<file path="src/mcu_house_pkg.sv">
// package: address map, flag layout, watchdog options and timing constants
package mcu_house_pkg;
	// data memory map
	localparam logic [5:0] indirect_access_port_addr = 6'h00;
	localparam logic [5:0] memory_pointer_addr       = 6'h01;
	localparam logic [5:0] accumulator_addr          = 6'h05;
	localparam logic [5:0] program_counter_low_addr  = 6'h06;
	localparam logic [5:0] table_pointer_addr        = 6'h07;
	localparam logic [5:0] table_high_byte_addr      = 6'h08;
	localparam logic [5:0] flag_register_addr        = 6'h0a;
	localparam logic [5:0] port_a_latch_addr         = 6'h12;
	localparam logic [5:0] port_b_latch_addr         = 6'h14;
	localparam logic [5:0] port_c_latch_addr         = 6'h16;
	localparam logic [5:0] ram_first_addr            = 6'h20;
	localparam int         ram_words                 = 32;
	// flag register bit positions
	localparam int carry_bit      = 0;
	localparam int half_carry_bit = 1;
	localparam int zero_bit       = 2;
	localparam int overflow_bit   = 3;
	localparam int power_down_bit = 4;
	localparam int timeout_bit    = 5;
	// read values of fixed bits
	localparam logic [7:0] unmapped_read_value = 8'h00;
	localparam logic [7:0] pointer_top_ones    = 8'hc0;
	localparam logic [7:0] flag_write_mask     = 8'h0f;
	localparam logic [1:0] last_page_bits      = 2'h3;
	// reset values
	localparam logic [7:0] port_reset_value    = 8'hff;
	localparam logic [7:0] zero_byte           = 8'h00;
	// instruction clock is the system clock divided by four
	localparam int         instr_div_bits      = 2;
	localparam logic [1:0] instr_div_last      = 2'h3;
	// watchdog prescaler, long enough for n = 11
	localparam int         wdt_bits            = 11;
	// start-up wait after wake-up, in system clock periods
	localparam int         startup_periods     = 1024;
	localparam int         startup_cycles      = startup_periods;
	localparam logic [10:0] startup_last       = 11'h3ff;
endpackage

</file>
<file path="src/mcu_data_memory.sv">
// data memory, flags, watchdog and halt/wake control of the small core
`timescale 1ns/1ps
`default_nettype none
module mcu_data_memory
#(
	parameter int         wdt_period_exp = 8,      // n, 8..11
	parameter bit         wdt_enable     = 1'b1,   // build option
	parameter bit         wdt_paired     = 1'b0,   // paired clear mode
	parameter logic [7:0] wake_enable    = 8'hff   // port b wake bits
)
(
	input  wire logic       clock,
	input  wire logic       resetn,            // power-up reset
	input  wire logic       external_reset_pin_n, // pin, active low
	input  wire logic [7:0] port_b_pins,
	input  wire logic [7:0] port_a_pins,
	// core data port
	input  wire logic [5:0] mem_addr,
	input  wire logic       mem_write,
	input  wire logic [7:0] mem_wdata,
	output logic      [7:0] mem_rdata,
	// core alu flag update
	input  wire logic       alu_flags_we,
	input  wire logic [3:0] alu_flags_mask,    // c, ac, z, ov
	input  wire logic [3:0] alu_flags,
	// table read
	input  wire logic       table_last_page,
	input  wire logic [9:0] program_counter,
	input  wire logic       table_load,
	input  wire logic [5:0] table_high_in,
	output logic      [9:0] table_address,
	// housekeeping instructions
	input  wire logic       watchdog_clear_single,
	input  wire logic       watchdog_clear_first,
	input  wire logic       watchdog_clear_second,
	input  wire logic       halt_exec,
	// chip-level outputs
	output logic            halted,
	output logic            core_run,
	output logic            core_pc_reset,     // pc and stack only
	output logic      [7:0] port_a_out,
	output logic      [7:0] port_b_out,
	output logic            port_c_out
);
	typedef enum logic [2:0]
	{
		run_st     = 3'b001,
		halt_st    = 3'b010,
		startup_st = 3'b100
	} mode_type;

	typedef struct packed
	{
		mode_type    mode;
		logic [5:0]  pointer;
		logic [7:0]  acc;
		logic [7:0]  program_counter_low;
		logic [7:0]  table_pointer;
		logic [5:0]  table_high_byte;
		logic [3:0]  alu_f;        // c, ac, z, ov
		logic        pd;
		logic        to;
		logic [7:0]  pa;
		logic [7:0]  pb;
		logic        pc0;
		logic [1:0]  div;          // system to instruction clock
		logic [10:0] wdt;          // prescaler
		logic        first_seen;   // paired clear memory
		logic        second_seen;
		logic [10:0] startup;
		logic [7:0]  rdata;
		logic [9:0]  taddr;
		logic        pc_reset;
		logic [1:0]  rst_meta;     // reset pin synchroniser
	} house_state_type;

	house_state_type state_q;
	house_state_type state_d;
	logic [7:0] ram [mcu_house_pkg::ram_words];
	logic [7:0] b_level;
	logic [7:0] b_fall;
	logic [7:0] a_meta;
	logic [7:0] a_sync;
	logic [5:0] eff_addr;
	logic       eff_null;
	logic [7:0] rd_val;
	logic       pin_reset;
	logic       tick;
	logic       wdt_over;
	logic       clear_ok;
	logic       wake_b;

	// one synchroniser per port b bit for wake-up
	genvar gi;
	generate
		for (gi = 0; gi < 8; gi++)
		begin : g_wake
			mcu_wake_sync u_sync
			(
				.clock  (clock),
				.resetn (resetn),
				.pin    (port_b_pins[gi]),
				.level  (b_level[gi]),
				.fall   (b_fall[gi])
			);
		end
	endgenerate

	// port a inputs are read through two flops too
	always_ff @(posedge clock)
	begin
		a_meta <= port_a_pins;
		a_sync <= a_meta;
	end

	assign pin_reset = ~state_q.rst_meta[1];
	// instruction clock tick once per four system clocks
	assign tick      = (state_q.div == mcu_house_pkg::instr_div_last);
	assign wdt_over  = wdt_enable && tick &&
		(state_q.wdt[wdt_period_exp-1:0] == '1);
	assign wake_b    = |(b_fall & wake_enable);

	// indirect address resolution
	always_comb
	begin
		eff_addr = mem_addr;
		eff_null = 1'b0;
		if (mem_addr == mcu_house_pkg::indirect_access_port_addr)
		begin
			eff_addr = state_q.pointer;
			eff_null = (state_q.pointer == mcu_house_pkg::indirect_access_port_addr);
		end
	end

	// read mux over the decoded map
	always_comb
	begin
		rd_val = mcu_house_pkg::unmapped_read_value;
		if (eff_null)
			rd_val = mcu_house_pkg::unmapped_read_value;
		else if (eff_addr >= mcu_house_pkg::ram_first_addr)
			rd_val = ram[eff_addr[4:0]];
		else
		begin
			case (eff_addr)
				mcu_house_pkg::memory_pointer_addr:
					rd_val = mcu_house_pkg::pointer_top_ones | {2'b00, state_q.pointer};
				mcu_house_pkg::accumulator_addr:         rd_val = state_q.acc;
				mcu_house_pkg::program_counter_low_addr: rd_val = state_q.program_counter_low;
				mcu_house_pkg::table_pointer_addr:       rd_val = state_q.table_pointer;
				mcu_house_pkg::table_high_byte_addr:     rd_val = {2'b00, state_q.table_high_byte};
				mcu_house_pkg::flag_register_addr:
					rd_val = {2'b00, state_q.to, state_q.pd, state_q.alu_f};
				// inputs are not latched: port a and b pins are read, gated by own latch, except port b bits 7..2, read ungated; port c reads its latch
				mcu_house_pkg::port_a_latch_addr:        rd_val = a_sync & state_q.pa;
				mcu_house_pkg::port_b_latch_addr:
					rd_val = {b_level[7:2], b_level[1:0] & state_q.pb[1:0]};
				mcu_house_pkg::port_c_latch_addr:        rd_val = {7'h00, state_q.pc0};
				default:                                 rd_val = mcu_house_pkg::unmapped_read_value;
			endcase
		end
	end

	// ram writes; the array is outside the struct so it maps onto memory
	always_ff @(posedge clock)
	begin
		if (mem_write && !eff_null && state_q.mode == run_st &&
			eff_addr >= mcu_house_pkg::ram_first_addr)
			ram[eff_addr[4:0]] <= mem_wdata;
	end

	// paired-clear completion, first/second may arrive in either order
	assign clear_ok = wdt_paired ?
		((watchdog_clear_first || state_q.first_seen) &&
		 (watchdog_clear_second || state_q.second_seen) &&
		 (watchdog_clear_first || watchdog_clear_second)) :
		watchdog_clear_single;

	// next state
	always_comb
	begin
		state_d          = state_q;
		state_d.rst_meta = {state_q.rst_meta[0], external_reset_pin_n};
		state_d.div      = state_q.div + 2'd1;
		state_d.pc_reset = 1'b0;
		state_d.rdata    = rd_val;
		state_d.taddr    = {table_last_page ? mcu_house_pkg::last_page_bits
			: program_counter[9:8], state_q.table_pointer};
		if (table_load)
			state_d.table_high_byte = table_high_in;
		// register writes from the core
		if (mem_write && !eff_null && state_q.mode == run_st)
		begin
			case (eff_addr)
				mcu_house_pkg::memory_pointer_addr:      state_d.pointer = mem_wdata[5:0];
				mcu_house_pkg::accumulator_addr:         state_d.acc = mem_wdata;
				mcu_house_pkg::program_counter_low_addr: state_d.program_counter_low = mem_wdata;
				mcu_house_pkg::table_pointer_addr:       state_d.table_pointer = mem_wdata;
				mcu_house_pkg::flag_register_addr:
					state_d.alu_f = mem_wdata[3:0] & mcu_house_pkg::flag_write_mask[3:0];
				mcu_house_pkg::port_a_latch_addr:        state_d.pa = mem_wdata;
				mcu_house_pkg::port_b_latch_addr:        state_d.pb = mem_wdata;
				mcu_house_pkg::port_c_latch_addr:        state_d.pc0 = mem_wdata[0];
				default:                                 state_d.pb = state_d.pb;
			endcase
		end
		// alu results take precedence per bit over a move into flags
		if (alu_flags_we)
			state_d.alu_f = (state_d.alu_f & ~alu_flags_mask) |
				(alu_flags & alu_flags_mask);
		// watchdog prescaler; stops while halted
		if (state_q.mode == run_st && tick && wdt_enable)
			state_d.wdt = state_q.wdt + 11'd1;
		// paired-clear memory
		if (wdt_enable && wdt_paired && state_q.mode == run_st)
		begin
			if (watchdog_clear_first)
				state_d.first_seen = 1'b1;
			if (watchdog_clear_second)
				state_d.second_seen = 1'b1;
		end
		case (state_q.mode)
			run_st:
			begin
				if (wdt_enable && halt_exec)
				begin
					state_d.mode = halt_st;
					state_d.wdt  = '0;
					state_d.pd   = 1'b1;
					state_d.to   = 1'b0;
					state_d.first_seen  = 1'b0;
					state_d.second_seen = 1'b0;
				end
				else if (!wdt_enable && halt_exec)
				begin
					state_d.mode = halt_st;
					state_d.pd   = 1'b1;
					state_d.to   = 1'b0;
				end
				else if (wdt_enable && clear_ok)
				begin
					state_d.wdt = '0;
					state_d.pd  = 1'b0;
					state_d.to  = 1'b0;
					state_d.first_seen  = 1'b0;
					state_d.second_seen = 1'b0;
				end
				else if (wdt_over)
				begin
					// overflow restarts from address zero, keeps data
					state_d.to       = 1'b1;
					state_d.pc_reset = 1'b1;
					state_d.wdt      = '0;
				end
			end
			halt_st:
			begin
				// port wake continues at next instruction after the wait
				if (wake_b)
				begin
					state_d.mode    = startup_st;
					state_d.startup = '0;
				end
			end
			startup_st:
			begin
				state_d.startup = state_q.startup + 11'd1;
				if (state_q.startup[9:0] == mcu_house_pkg::startup_last[9:0])
					state_d.mode = run_st;
			end
			default:
				state_d.mode = run_st;
		endcase
		// the reset pin wins: initialise, pd/to stay so software sees the cause
		if (pin_reset)
		begin
			state_d.wdt         = '0;
			state_d.first_seen  = 1'b0;
			state_d.second_seen = 1'b0;
			state_d.pa          = mcu_house_pkg::port_reset_value;
			state_d.pb          = mcu_house_pkg::port_reset_value;
			state_d.pc0         = 1'b1;
			state_d.pc_reset    = 1'b1;
			// waking from halt by pin still pays the start-up wait
			if (state_q.mode != run_st)
			begin
				state_d.mode    = startup_st;
				state_d.startup = '0;
			end
		end
	end

	// register the state; power-up clears pd and to and runs the wait
	always_ff @(posedge clock)
	begin
		if (!resetn)
		begin
			state_q          <= '0;
			state_q.mode     <= startup_st;
			state_q.pa       <= mcu_house_pkg::port_reset_value;
			state_q.pb       <= mcu_house_pkg::port_reset_value;
			state_q.pc0      <= 1'b1;
			state_q.rst_meta <= 2'b11;
			state_q.pc_reset <= 1'b1;
		end
		else
			state_q <= state_d;
	end

	assign mem_rdata     = state_q.rdata;
	assign table_address = state_q.taddr;
	// one-hot mode bits, so both leave straight from the mode flops
	assign halted        = state_q.mode[1];
	assign core_run      = state_q.mode[0];
	assign core_pc_reset = state_q.pc_reset;
	assign port_a_out    = state_q.pa;
	assign port_b_out    = state_q.pb;
	assign port_c_out    = state_q.pc0;

	// flag writes leave timeout and power-down alone
	property p_flag_write_keeps;
		@(posedge clock) disable iff (!resetn)
		(mem_write && core_run && !eff_null && eff_addr == mcu_house_pkg::flag_register_addr
			&& !halt_exec && !clear_ok && !wdt_over && !pin_reset)
		|=> ($stable(state_q.to) && $stable(state_q.pd));
	endproperty
	a_flag_write_keeps: assert property (p_flag_write_keeps) else $error("flag write changed to/pd");

	// halt sets pd and clears to
	property p_halt_flags;
		@(posedge clock) disable iff (!resetn)
		(core_run && halt_exec && !pin_reset) |=> (state_q.pd && !state_q.to && halted);
	endproperty
	a_halt_flags: assert property (p_halt_flags) else $error("halt flags wrong");

	// pointer reads always show ones on top
	property p_pointer_top;
		@(posedge clock) disable iff (!resetn)
		(mem_addr == mcu_house_pkg::memory_pointer_addr) |=> (mem_rdata[7:6] == 2'b11);
	endproperty
	a_pointer_top: assert property (p_pointer_top) else $error("pointer top bits");

	// flag bits 7..6 read zero
	property p_flag_top;
		@(posedge clock) disable iff (!resetn)
		(mem_addr == mcu_house_pkg::flag_register_addr) |=> (mem_rdata[7:6] == 2'b00);
	endproperty
	a_flag_top: assert property (p_flag_top) else $error("flag top bits");

	// last-page table read forces ones
	property p_last_page;
		@(posedge clock) disable iff (!resetn)
		table_last_page |=> (table_address[9:8] == 2'b11 && table_address[7:0] == $past(state_q.table_pointer));
	endproperty
	a_last_page: assert property (p_last_page) else $error("last page address");

	// overflow sets timeout and pulses the pc reset
	property p_overflow;
		@(posedge clock) disable iff (!resetn)
		(core_run && wdt_over && !halt_exec && !clear_ok && !pin_reset) |=> (state_q.to && core_pc_reset);
	endproperty
	a_overflow: assert property (p_overflow) else $error("watchdog overflow");

	// port wake goes through the start-up wait, not straight to run
	property p_wake_wait;
		@(posedge clock) disable iff (!resetn)
		(halted && wake_b && !pin_reset) |=> !core_run [*8];
	endproperty
	a_wake_wait: assert property (p_wake_wait) else $error("wake skipped wait");

	// pointer at zero reads zero through the indirect port
	property p_null_read;
		@(posedge clock) disable iff (!resetn)
		(mem_addr == mcu_house_pkg::indirect_access_port_addr && state_q.pointer == 6'h00)
		|=> (mem_rdata == 8'h00);
	endproperty
	a_null_read: assert property (p_null_read) else $error("indirect null read");
endmodule
`default_nettype wire

</file>
<file path="src/mcu_wake_sync.sv">
// two-stage synchroniser with falling-edge detect for one pin
`timescale 1ns/1ps
`default_nettype none
module mcu_wake_sync
(
	input  wire logic clock,
	input  wire logic resetn,
	input  wire logic pin,
	output logic      level,
	output logic      fall
);
	typedef struct packed
	{
		logic meta;  // first stage, read only by the second
		logic sync;  // second stage
		logic prev;  // delayed copy for edge detect
	} sync_state_type;

	sync_state_type state_q;
	sync_state_type state_d;

	// next state: shift the pin through; idle level is high (pull-up)
	always_comb
	begin
		state_d      = state_q;
		state_d.meta = pin;
		state_d.sync = state_q.meta;
		state_d.prev = state_q.sync;
	end

	// register the state
	always_ff @(posedge clock)
	begin
		if (!resetn)
			state_q <= '1;
		else
			state_q <= state_d;
	end

	assign level = state_q.sync;
	assign fall  = state_q.prev & ~state_q.sync;
endmodule
`default_nettype wire

</file>
<file path="config.mk">
export PLATFORM = sky130hd
export DESIGN_NAME = mcu_data_memory
export DESIGN_NICKNAME = d
export VERILOG_FILES = /design/src/mcu_house_pkg.sv /design/src/mcu_data_memory.sv /design/src/mcu_wake_sync.sv
export SDC_FILE = /design/constraint.sdc
export NUM_CORES = 1
export LEC_CHECK = 0
export ABC_AREA = 1
export BUFFER_PORTS_ARGS = -buffer_cell sky130_fd_sc_hd__buf_2
export CORE_ASPECT_RATIO = 0.75
export CORE_MARGIN = 5
export CORE_UTILIZATION = 35
export DETAILED_ROUTE_END_ITERATION = 8
export PLACE_DENSITY_LB_ADDON = 0.12
export SLEW_MARGIN = 10
export SYNTH_ARGS = -nofsm -noshare
export SYNTH_HDL_FRONTEND = slang
export SYNTH_HIERARCHICAL = 1
export SYNTH_SLANG_ARGS = --single-unit
export TNS_END_PERCENT = 20
</file>
<file path="constraint.sdc">
create_clock -name clock -period 6.5 [get_ports clock]
set_clock_uncertainty 0.1 [all_clocks]
set_input_delay 0.65 -clock clock [delete_from_list [all_inputs] [get_ports clock]]
set_output_delay 0.65 -clock clock [all_outputs]
set_load 0.005 [all_outputs]
</file>
# Word-level counts from Yosys, hierarchy flattened
# Memories as Yosys holds them, arrays and structs flattened.
# Cells that the tools add are included.
[word_totals]
out_inout_bits = 38
elab_cells = 147
inputBits = 65
mem_bits_rw = 256
mem_count = 1
ff_bits = 149
[op_classes]
order_cmp = 1
n_mux = 34
n_reduce_logical = 22
bitwise_logic = 23
n_addsub = 3
n_eq_ne = 16
[memory_table]
columns = ["name", "words", "width", "read_ports", "rd_clocked_by_memory_dff", "wr", "line", "text"]
rows = [
  ["ram", 32, 8, 1, 0, 1, "mcu_data_memory.sv:79", "logic [7:0] ram [mcu_house_pkg::ram_words];"],
]
[ops]
columns = ["operator", "n"]
rows = [
  ["8-bit one-hot mux with 9 select lines", 1],
  ["11-bit two-way mux", 6],
  ["13-bit two-way mux", 2],
  ["11-bit by 1-bit adder with 11-bit output (second input constant)", 2],
  ["11-bit one-hot mux with 2 select lines", 1],
  ["2-bit AND reduction", 10],
  ["6-bit by 3-bit == test with 1-bit output (second input constant)", 3],
  ["6-bit by 5-bit == test with 1-bit output (second input constant)", 3],
  ["3-bit two-way mux", 5],
  ["6-bit by 4-bit == test with 1-bit output (second input constant)", 2],
  ["6-bit zero test", 2],
  ["4-bit two-way mux", 3],
  ["10-bit == test (second input constant)", 1],
  ["1-bit two-way mux", 10],
  ["1-bit inverter", 9],
  ["3-bit one-hot mux with 3 select lines", 1],
  ["1-bit bitwise AND", 8],
  ["4-bit bitwise AND", 2],
  ["8-bit bitwise AND", 1],
  ["8-bit == test (second input constant)", 1],
  ["8-bit two-way mux", 1],
  ["8-bit OR reduction", 1],
  ["6-bit by 1-bit == test with 1-bit output (second input constant)", 1],
  ["6-bit >= comparator (second input constant)", 1],
  ["16 further kinds", 22],
]

# Logic depth before layout (Yosys ltp)
# Gate-level depths: netlist of run 1.
[depth]
depth_word = 9
mapped_depth = 15
depth_no_buf = 14

# By module
# Netlist of run 1, hierarchy kept.
[modules_own_cells]
columns = ["module", "cells_each", "area_each_um2", "instances", "seq_area_each_um2"]
rows = [
  ["mcu_data_memory", 1696, 15965.3, 1, 10069.7],
  ["mcu_wake_sync", 11, 90.1, 8, 60.1],
]

# Worst setup path before layout of run 1
# OpenSTA, ideal clock, no wires.
[synth_timing]
path_kind = "input -> register"
startpoint = "input port mem_addr[5]"
endpoint = "memory ram[13][0] (enable)"
required_ns = 6.030
path_stages = 7
setup_slack_ns = 3.793
path_buffers = 0
arrival_time_ns = 2.236
setup_ns = 0.370
path_cell_list = "nor2_2 -> nand3_4 -> o21bai_2 -> inv_2 -> nor2_1 -> nand3_1 -> nor2_1"
[synth_via]
elab_chain_len = 8
word_cells_on_any_way = 10
classes_between = "order compare (1); mux (4); reduce/logical (5)"
[synth_rtl]
columns = ["element", "line", "text"]
rows = [
  ["start: declaration", "mcu_data_memory.sv:18", "input wire logic [5:0] mem_addr,"],
  ["branches (longest 8 deep; another with 6-bit >= comparator)", "--", ""],
  ["end: declaration", "mcu_data_memory.sv:79", ""],
]
# Several ways; the timed one is not identified.

# Worst setup path after layout of run 1
[layout_timing]
startpoint = "input port mem_addr[0]"
endpoint = "memory ram[7][2] (enable)"
# The elaborated chain is that of the path after synthesis.

==> results summary, run 1 <==
The number of buffers inserted during clock tree synthesis is 41. Tracing the worst setup path back leads to its startpoint at mem_addr[0]. The slowest library cell on the worst path is nand2_4. The number of hold buffers added after cts came out at 0.

The final worst-path setup slack came out at 2290 ps. Power comes to 5.190 mW. The most used flip-flop cell after synthesis is edfxtp_1. The initial antenna violation count came out at 0.

The aggregate global-route resource usage is 0.1835. The setup TNS came out at 0 ps. The path with the worst hold slack has its endpoint at a_meta[2]. The endpoint of the most critical register-to-register path is ram[7][2]. Ranked by total cell area, the synthesized netlist is headed by edfxtp_1 46%, dfxtp_1 17%, nand2_1 16%.

The design internal power is 4.004 mW. Counting instances, the worst hold path has a depth of 1. The cell type with the highest aggregate area in the netlist is edfxtp_1. The final design area excluding fillers came out at 18680 um^2.

Detailed placement ended at an HPWL of 30110 um. The final count of pins violating max slew came out at 0. The power density over the cells came out at 277.9 nW/um^2.

The tightest slew margin relative to the limit came out at 0.2983. Setup repair after global routing left no endpoint under its margin. The placed cell count came out at 2428.

The standard cell core area came out at 47220 um^2. The detail route stage leaves a number of antenna-violating nets equal to 0. At the end of routability-driven placement, the weighted congestion stood at 0.8306.

103 I/O pins were placed. The critical path required time is 6560 ps. Across the VDD grid, the largest voltage drop is 0.0002456 V. Sorting the synthesized cells by how often they occur yields 690 x nand2_1, 256 x edfxtp_1, 165 x nand3_1. The worst setup path is captured at a flop. Global routing finished with a remaining overflow of 0.

Counting flops with an async set or reset pin after synthesis yields a share of 0. The Yosys warning count is 6. The startpoint identified for the worst hold timing path is port_a_pins[2].

Buffers added to address setup during post-CTS repair amount to 0. The layer flagged by global routing as most heavily used is met1. The run finished with clean final reports. The signal on the critical path passes through buf_2, clkinv_1, nand2_4, nand3_1, nor2_1. Summing all placed instances gives a cell area of 17500 um^2. The wire length per cell came out at 19.42 um. In this run, synthesis produced a sequential element count of 399. The clock tree from TritonCTS is yes. The proportion of layout cells with a drive suffix above 1 came out at 0.1095. The final number of hold-violating endpoints is 0.

The number of inserted filler cells in the final layout came out at 4741. The met2 track demand over resource is 0.2607. For this run, design rule violations remaining after detail routing come to 0. The count of endpoints failing setup in the final report is 0. The final critical path time including I/O delays and setup came out at 4210 ps. Summed over all nets, the switching power comes to 1.186 mW. For met1 alone, demand over resource in global routing was 0.2920. The area of the multi-input gates is 5186 um^2. The die width is 262.1 um. The count of flip-flops with a built-in enable after synthesis came out at 256. The number of maximum-capacitance constraint violations came out at 0.

The synthesized area per cell came out at 9.353 um^2. Of the total power, the share spent switching nets is 0.2285. Of the total power, combinational logic draws 0.060. The vias after detailed routing came out at 12277. The flop-to-flop setup slack is 2780 ps.

The fraction of the cycle the final worst path needs is 0.6477. The number of buffers added on ports came out at 92. The initial cell density of the core is 0.3533. The worst register-to-register path begins at state_q[100].

The critical path startpoint category is an input pin. The layout net count is 1900. The routed wire length is 48440 um.

The share of total power dissipated in the clock network is 0.414. The transition time at the pin with the least slew margin is 1046 ps. Of all nets on the critical path, the largest fanout is 59.

The summed instance area of the synthesized netlist is 16690 um^2. The number of rows created at floorplan is 69. Among all cell types in the netlist, the one instantiated most often is nand2_1. The register cell area after layout came out at 10550 um^2. The area growth from synthesis to layout is 11.93%.

The initial DRC count is 991. Of the total power, registers draw 0.526. Excluding fillers, the count of instances in the completed layout stands at 2494. The deepest clock path buffer count came out at 3. The kind of cell with the highest combined delay on the critical path is simple AND/OR/NAND/NOR gates.

Data on the critical path arrives at its endpoint at 4270 ps. The tightest min-delay check is of the in2reg type. The H-tree generated during clock tree synthesis spans 2 levels. The clock latency at the later pin of the worst-skew pair came out at 540 ps. The height of the die is 199.1 um.

The clock edge transition at the registers on the reported setup and hold paths came out at 60 ps. The total iterations of the first detailed-routing run came out at 5. The depth of the worst register-to-register path is 5.

The instance count of the mapped netlist came out at 1784. In this run the clock root is driven by a clkbuf_16. The pin count of the biggest net entering global routing came out at 78. The peak per-stage delay on the critical path is 1020 ps.

The unique cell type count in the Yosys netlist came out at 49. Counting both buffers and inverters, the worst setup path holds a total of 2. The setup slack after placement came out at 1727 ps.

The static leakage power is 7.695 nW. The quantity of gates resized following cts is 0. Derived from the worst setup path, the maximum achievable clock frequency is 237.5 MHz. The first global-routing pass estimated 72510 um of wire. The area share of the largest cell type after synthesis is 0.4607. The via count of the first global-routing pass is 11666. The worst setup path is of the in2reg kind. The via density per instance came out at 4.923. The overall die area is 52190 um^2. The number of nets produced by synthesis is 1852.

For this design, the sink count on the clock tree is 399. Of the synthesized area, sequential elements account for 0.6323. The fraction of met3 tracks used by global routing is 0.02969.
-- power groups by stage --
| stage | Clock (mW) | Combinational (mW) | Sequential, mW |
|---|---|---|---|
| 6_report | 2.15 | 0.313 | 2.73 |
| 5_1_grt | 2.30 | 0.348 | 2.73 |
| 4_1_cts | 2.20 | 0.315 | 2.73 |
| 3_5_place_dp | 0 | 0.315 | 2.78 |
| 3_3_place_gp | 0 | 0.312 | 2.78 |
| 2_1_floorplan | 0 | 0.177 | 2.78 |
-- cells by family (layout without fill, tap and decap cells) --
family | after synthesis | in the layout | share of synthesized area
xor gates and xnor gates | 6 | 6 | 0.003149
other | 0 | 1 | 0
muxes | 1 | 1 | 0.0005999
adders and majority gates | 3 | 3 | 0.002250
DFF | 399 | 399 | 0.6323
buffers and inverters | 204 | 274 | 0.05766
and+or+nand+nor | 1050 | 1050 | 0.2629
AOI/OAI and AO/OA | 121 | 121 | 0.04117
-- flip-flops by register name (all words and copies together) (netlist names) --
register / flops
port_c_out: 1
ram: 256
port_a_out: 8
state_q: 56
g_wake.u_sync/state_d: 8
state_d: 9
port_b_out: 8
core_run: 1
table_address: 10
g_wake.u_sync/state_q: 8
mem_rdata: 8
g_wake.u_sync/level: 8
core_pc_reset: 1
a_meta: 8
halted: 1
a_sync: 8
-- placed cells by master (no fill, tap or decap), types with 3 or more instances in the layout --
| cell type | count |
|---|---|
| nand2_1 | 688 |
| edfxtp_1 | 256 |
| nand3_1 | 165 |
| dfxtp_1 | 143 |
| nor2_1 | 127 |
| buf_2 | 92 |
| inv_1 | 88 |
| a21oi_1 | 79 |
| clkbuf_16 | 41 |
| nand4_1 | 26 |
| o21ai_0 | 17 |
| buf_4 | 17 |
| clkbuf_1 | 11 |
| inv_2 | 10 |
| nor3_1 | 8 |
| nand2_2 | 7 |
| nor2_2 | 6 |
| clkinv_1 | 5 |
| o211ai_1 | 5 |
| clkbuf_8 | 5 |
| xor2_1 | 4 |
| o21ai_1 | 4 |
| clkinv_2 | 4 |
| o21bai_2 | 3 |
| nor4_1 | 3 |
| nand2_4 | 3 |
| nor3_4 | 3 |
| nor2_4 | 3 |
| or2_2 | 3 |
| ha_1 | 3 |
-- stage by stage --
step           hold slack (ps)  utilization
2_1_floorplan            209.6            -
5_1_grt                  98.52       0.3954
6_report                 123.2       0.3955
3_5_place_dp             212.8       0.3706
3_3_place_gp             213.1       0.3706
4_1_cts                  94.25       0.3954
-- final cells by class --
type	instances	share of cell area
inverter	100	0.02010
timing repair buffer	109	0.03149
multi-input combinational	1181	0.2777
clock inverter	8	0.002077
clock buffer	57	0.06083
antenna	1	0.0001340
tap	639	0.04281
sequential	399	0.5649
-- worst max-delay path by stage --
stage                   end  slack, ps  cells after the start
2_1_floorplan    ram[13][0]       3790                      7
3_3_place_gp     ram[31][4]       1720                      5
3_5_place_dp     ram[31][4]       1730                      5
4_1_cts          ram[31][4]       2300                      5
5_1_grt        mem_rdata[1]       2020                     12
6_report          ram[7][2]       2290                      5
-- layer usage --
metal | vias up | share of wire
met3 | 68 | 0.062
met2 | 345 | 0.42
met1 | 5914 | 0.50
met4 | 0 | 0.022
li1 | 5950 | -
met5 | - | 0
Power figures use the tool's default switching activity.
==> run 2, diff against run 1 <==
Clock period 6.5 ns to 3.9 ns, I/O delays scaled along.
==> results summary, run 2 (same netlist as run 1, synthesis figures left out) <==
The placement-stage cell area came out at 17800 um^2. The post-route non-filler standard cell count came out at 2571. The transition time at the pin with the least slew margin came out at 1102 ps.

The detailed-route wire length on metal 1 came out at 25000 um. The final number of hold-violating endpoints came out at 0. The final critical path time including I/O delays and setup is 2961 ps. The I/O pin total is 103. VDD sags by at most 0.0003159 V. STA classifies the critical path endpoint as a flop. The total iterations of the first detailed-routing run is 5. Of the total power, the share spent switching nets is 0.2312. The fraction of power consumed by combinational cells came out at 0.062. Across every metal layer, demand over resource in global routing totals 0.1896. The setup TNS is 0 ps. The deepest clock path buffer count came out at 3. The number of H-tree levels is 2. The routability congestion estimate came out at 0.8481.

The met3 routed wirelength is 3593 um. The power density over the cells came out at 466.4 nW/um^2. The type of the worst setup path is reg2reg. The placed wire-length estimate after detailed placement came out at 31660 um. The largest fanout on the critical path is 8. TritonCTS built the clock tree. After clock tree synthesis, the repair step resized 0 gates.

The via count of the first global-routing pass was 11936. After detailed routing, the number of remaining DRC violations is 0. The vias after detailed routing came out at 12635. The number of inserted filler cells in the final layout came out at 4745. The detailed-routed wire length on met2 came out at 20680 um. The initial antenna violation count is 2. The tree is rooted in a clkbuf_16. The worst hold path class is in2reg. Buffers added to address setup during post-CTS repair amount to 0. The number of hold buffers added after CTS was 31. The proportion of layout cells with a drive suffix above 1 is 0.1289. In this run the most critical hold path is launched from table_high_in[0]. The routed wire length is 50420 um.

The library cells used most frequently in the layout, excluding fill and tap cells, are 688 x nand2_1, 256 x edfxtp_1, 165 x nand3_1. In the routed layout, each cell is associated on average with a via count of 4.914. The uppermost layer routed is met5. The clock edge transition at the registers on the reported setup and hold paths came out at 70 ps.

The share of total power dissipated in the clock network is 0.436. The initial utilization of the core area, before any placement, comes to 0.3533. The first-pass GRT wire length came out at 74720 um.

The flow ran to the end, and the final reports show no timing, DRC or antenna violations. The die covers 52190 um^2. After floorplanning, the core was divided into 69 placement rows. The register with the most flip-flops in the layout has 256 of them.

Static timing analysis puts the maximum clock frequency at 337.7 MHz. The share of total power in sequential cells came out at 0.502. The aggregate global routing overflow is 0. The fraction of the cycle the final worst path needs is 0.7592.

The critical path required time came out at 3970 ps. Data on the critical path arrives at its endpoint at 3030 ps. After the first detailed-routing iteration, the DRC count stood at 1190.

Setup repair after global routing left no endpoint under its margin. The most common cell after layout, fill and taps aside is nand2_1. The final count of pins violating max slew came out at 0. The final design area excluding fillers is 19440 um^2.

For this design, the sink count on the clock tree is 399. The most critical setup path has its startpoint at core_run. In this run the remaining antenna-violating nets after routing total 0. The die width came out at 262.1 um. The count of endpoints failing setup in the final report came out at 0. The total area inside the core boundary comes to 47220 um^2. The pin count of the biggest net entering global routing is 79. The final-layout worst hold slack is 35.56 ps. Headroom to the max-slew limit came out at 0.2651. The placed cell count is 2465. The net count of the finished layout is 1968.

The area growth from synthesis to layout came out at 16.50%. After detailed routing, the average wire length per cell comes to 19.61 um. The number of buffers added on ports came out at 92.

STA classifies the critical path startpoint as a flop. The number of buffers inserted during clock tree synthesis is 41. Across the run, the number of max-cap violations was 0. Clock latency on the worst-skew pair, taken at its later pin, is 550 ps. The startpoint identified for the worst register-to-register timing path is core_run.

The floorplan step set the die height to 199.1 um. For this design the static power due to leakage is 8.107 nW. The overall power consumption came out at 9.067 mW.

Cell internal power was estimated by the tool at 6.971 mW. The net switching component of the power came out at 2.096 mW.
run 2: worst paths after layout:
| check | endpoint | slack [ps] | depth (start not counted) |
|---|---|---|---|
| max | ram[9][4] | 940 | 8 |
| min | state_q[70] | 40 | 3 |
| max reg2reg | ram[9][4] | 940 | 8 |
| min reg2reg | a_sync[2] | 230 | 0 |
run 2: layout make-up:
type / instances / area (um^2) / share of cell area
timing repair buffer: 177 / 1201 / 0.06179
inverter: 100 / 375.4 / 0.01931
clock buffer: 58 / 1161 / 0.05973
multi-input combinational: 1181 / 5186 / 0.2668
sequential: 399 / 10550 / 0.5427
clock inverter: 16 / 163.9 / 0.008431
tap: 639 / 799.5 / 0.04113
antenna: 1 / 2.502 / 0.0001287
run 2: power by group through the flow:
| stage | Sequential [mW] | Clock [mW] | Combinational, mW |
|---|---|---|---|
| floorplan | 4.63 | 0 | 0.295 |
| global placement | 4.64 | 0 | 0.537 |
| detailed placement | 4.64 | 0 | 0.539 |
| CTS | 4.55 | 4.02 | 0.564 |
| global route | 4.55 | 4.20 | 0.624 |
| finish | 4.55 | 3.95 | 0.566 |
run 2: metrics by stage:
stage | util | worst slack (ps)
after floorplan | - | 1453
after global placement | 0.3770 | 666.4
after detailed placement | 0.3770 | 606.9
after CTS | 0.4116 | 919.4
after global routing | 0.4117 | 808.7
final | 0.4117 | 939.1
run 2: routing by layer:
| metal | track usage | up-vias |
|---|---|---|
| li1 | - | 6086 |
| met2 | 0.2650 | 404 |
| met1 | 0.3010 | 6054 |
| met5 | 0 | - |
| met3 | 0.03777 | 89 |
| met4 | 0.04509 | 2 |
run 2: worst max-delay path, stage by stage, from the launching register on:
cell and delay [ps]:
dfxtp_1 360, inv_1 70, nor3_2 100, buf_4 170
nand3_1 220, nor2_1 330, nand3_1 310, buf_4 290
nor2_1 630
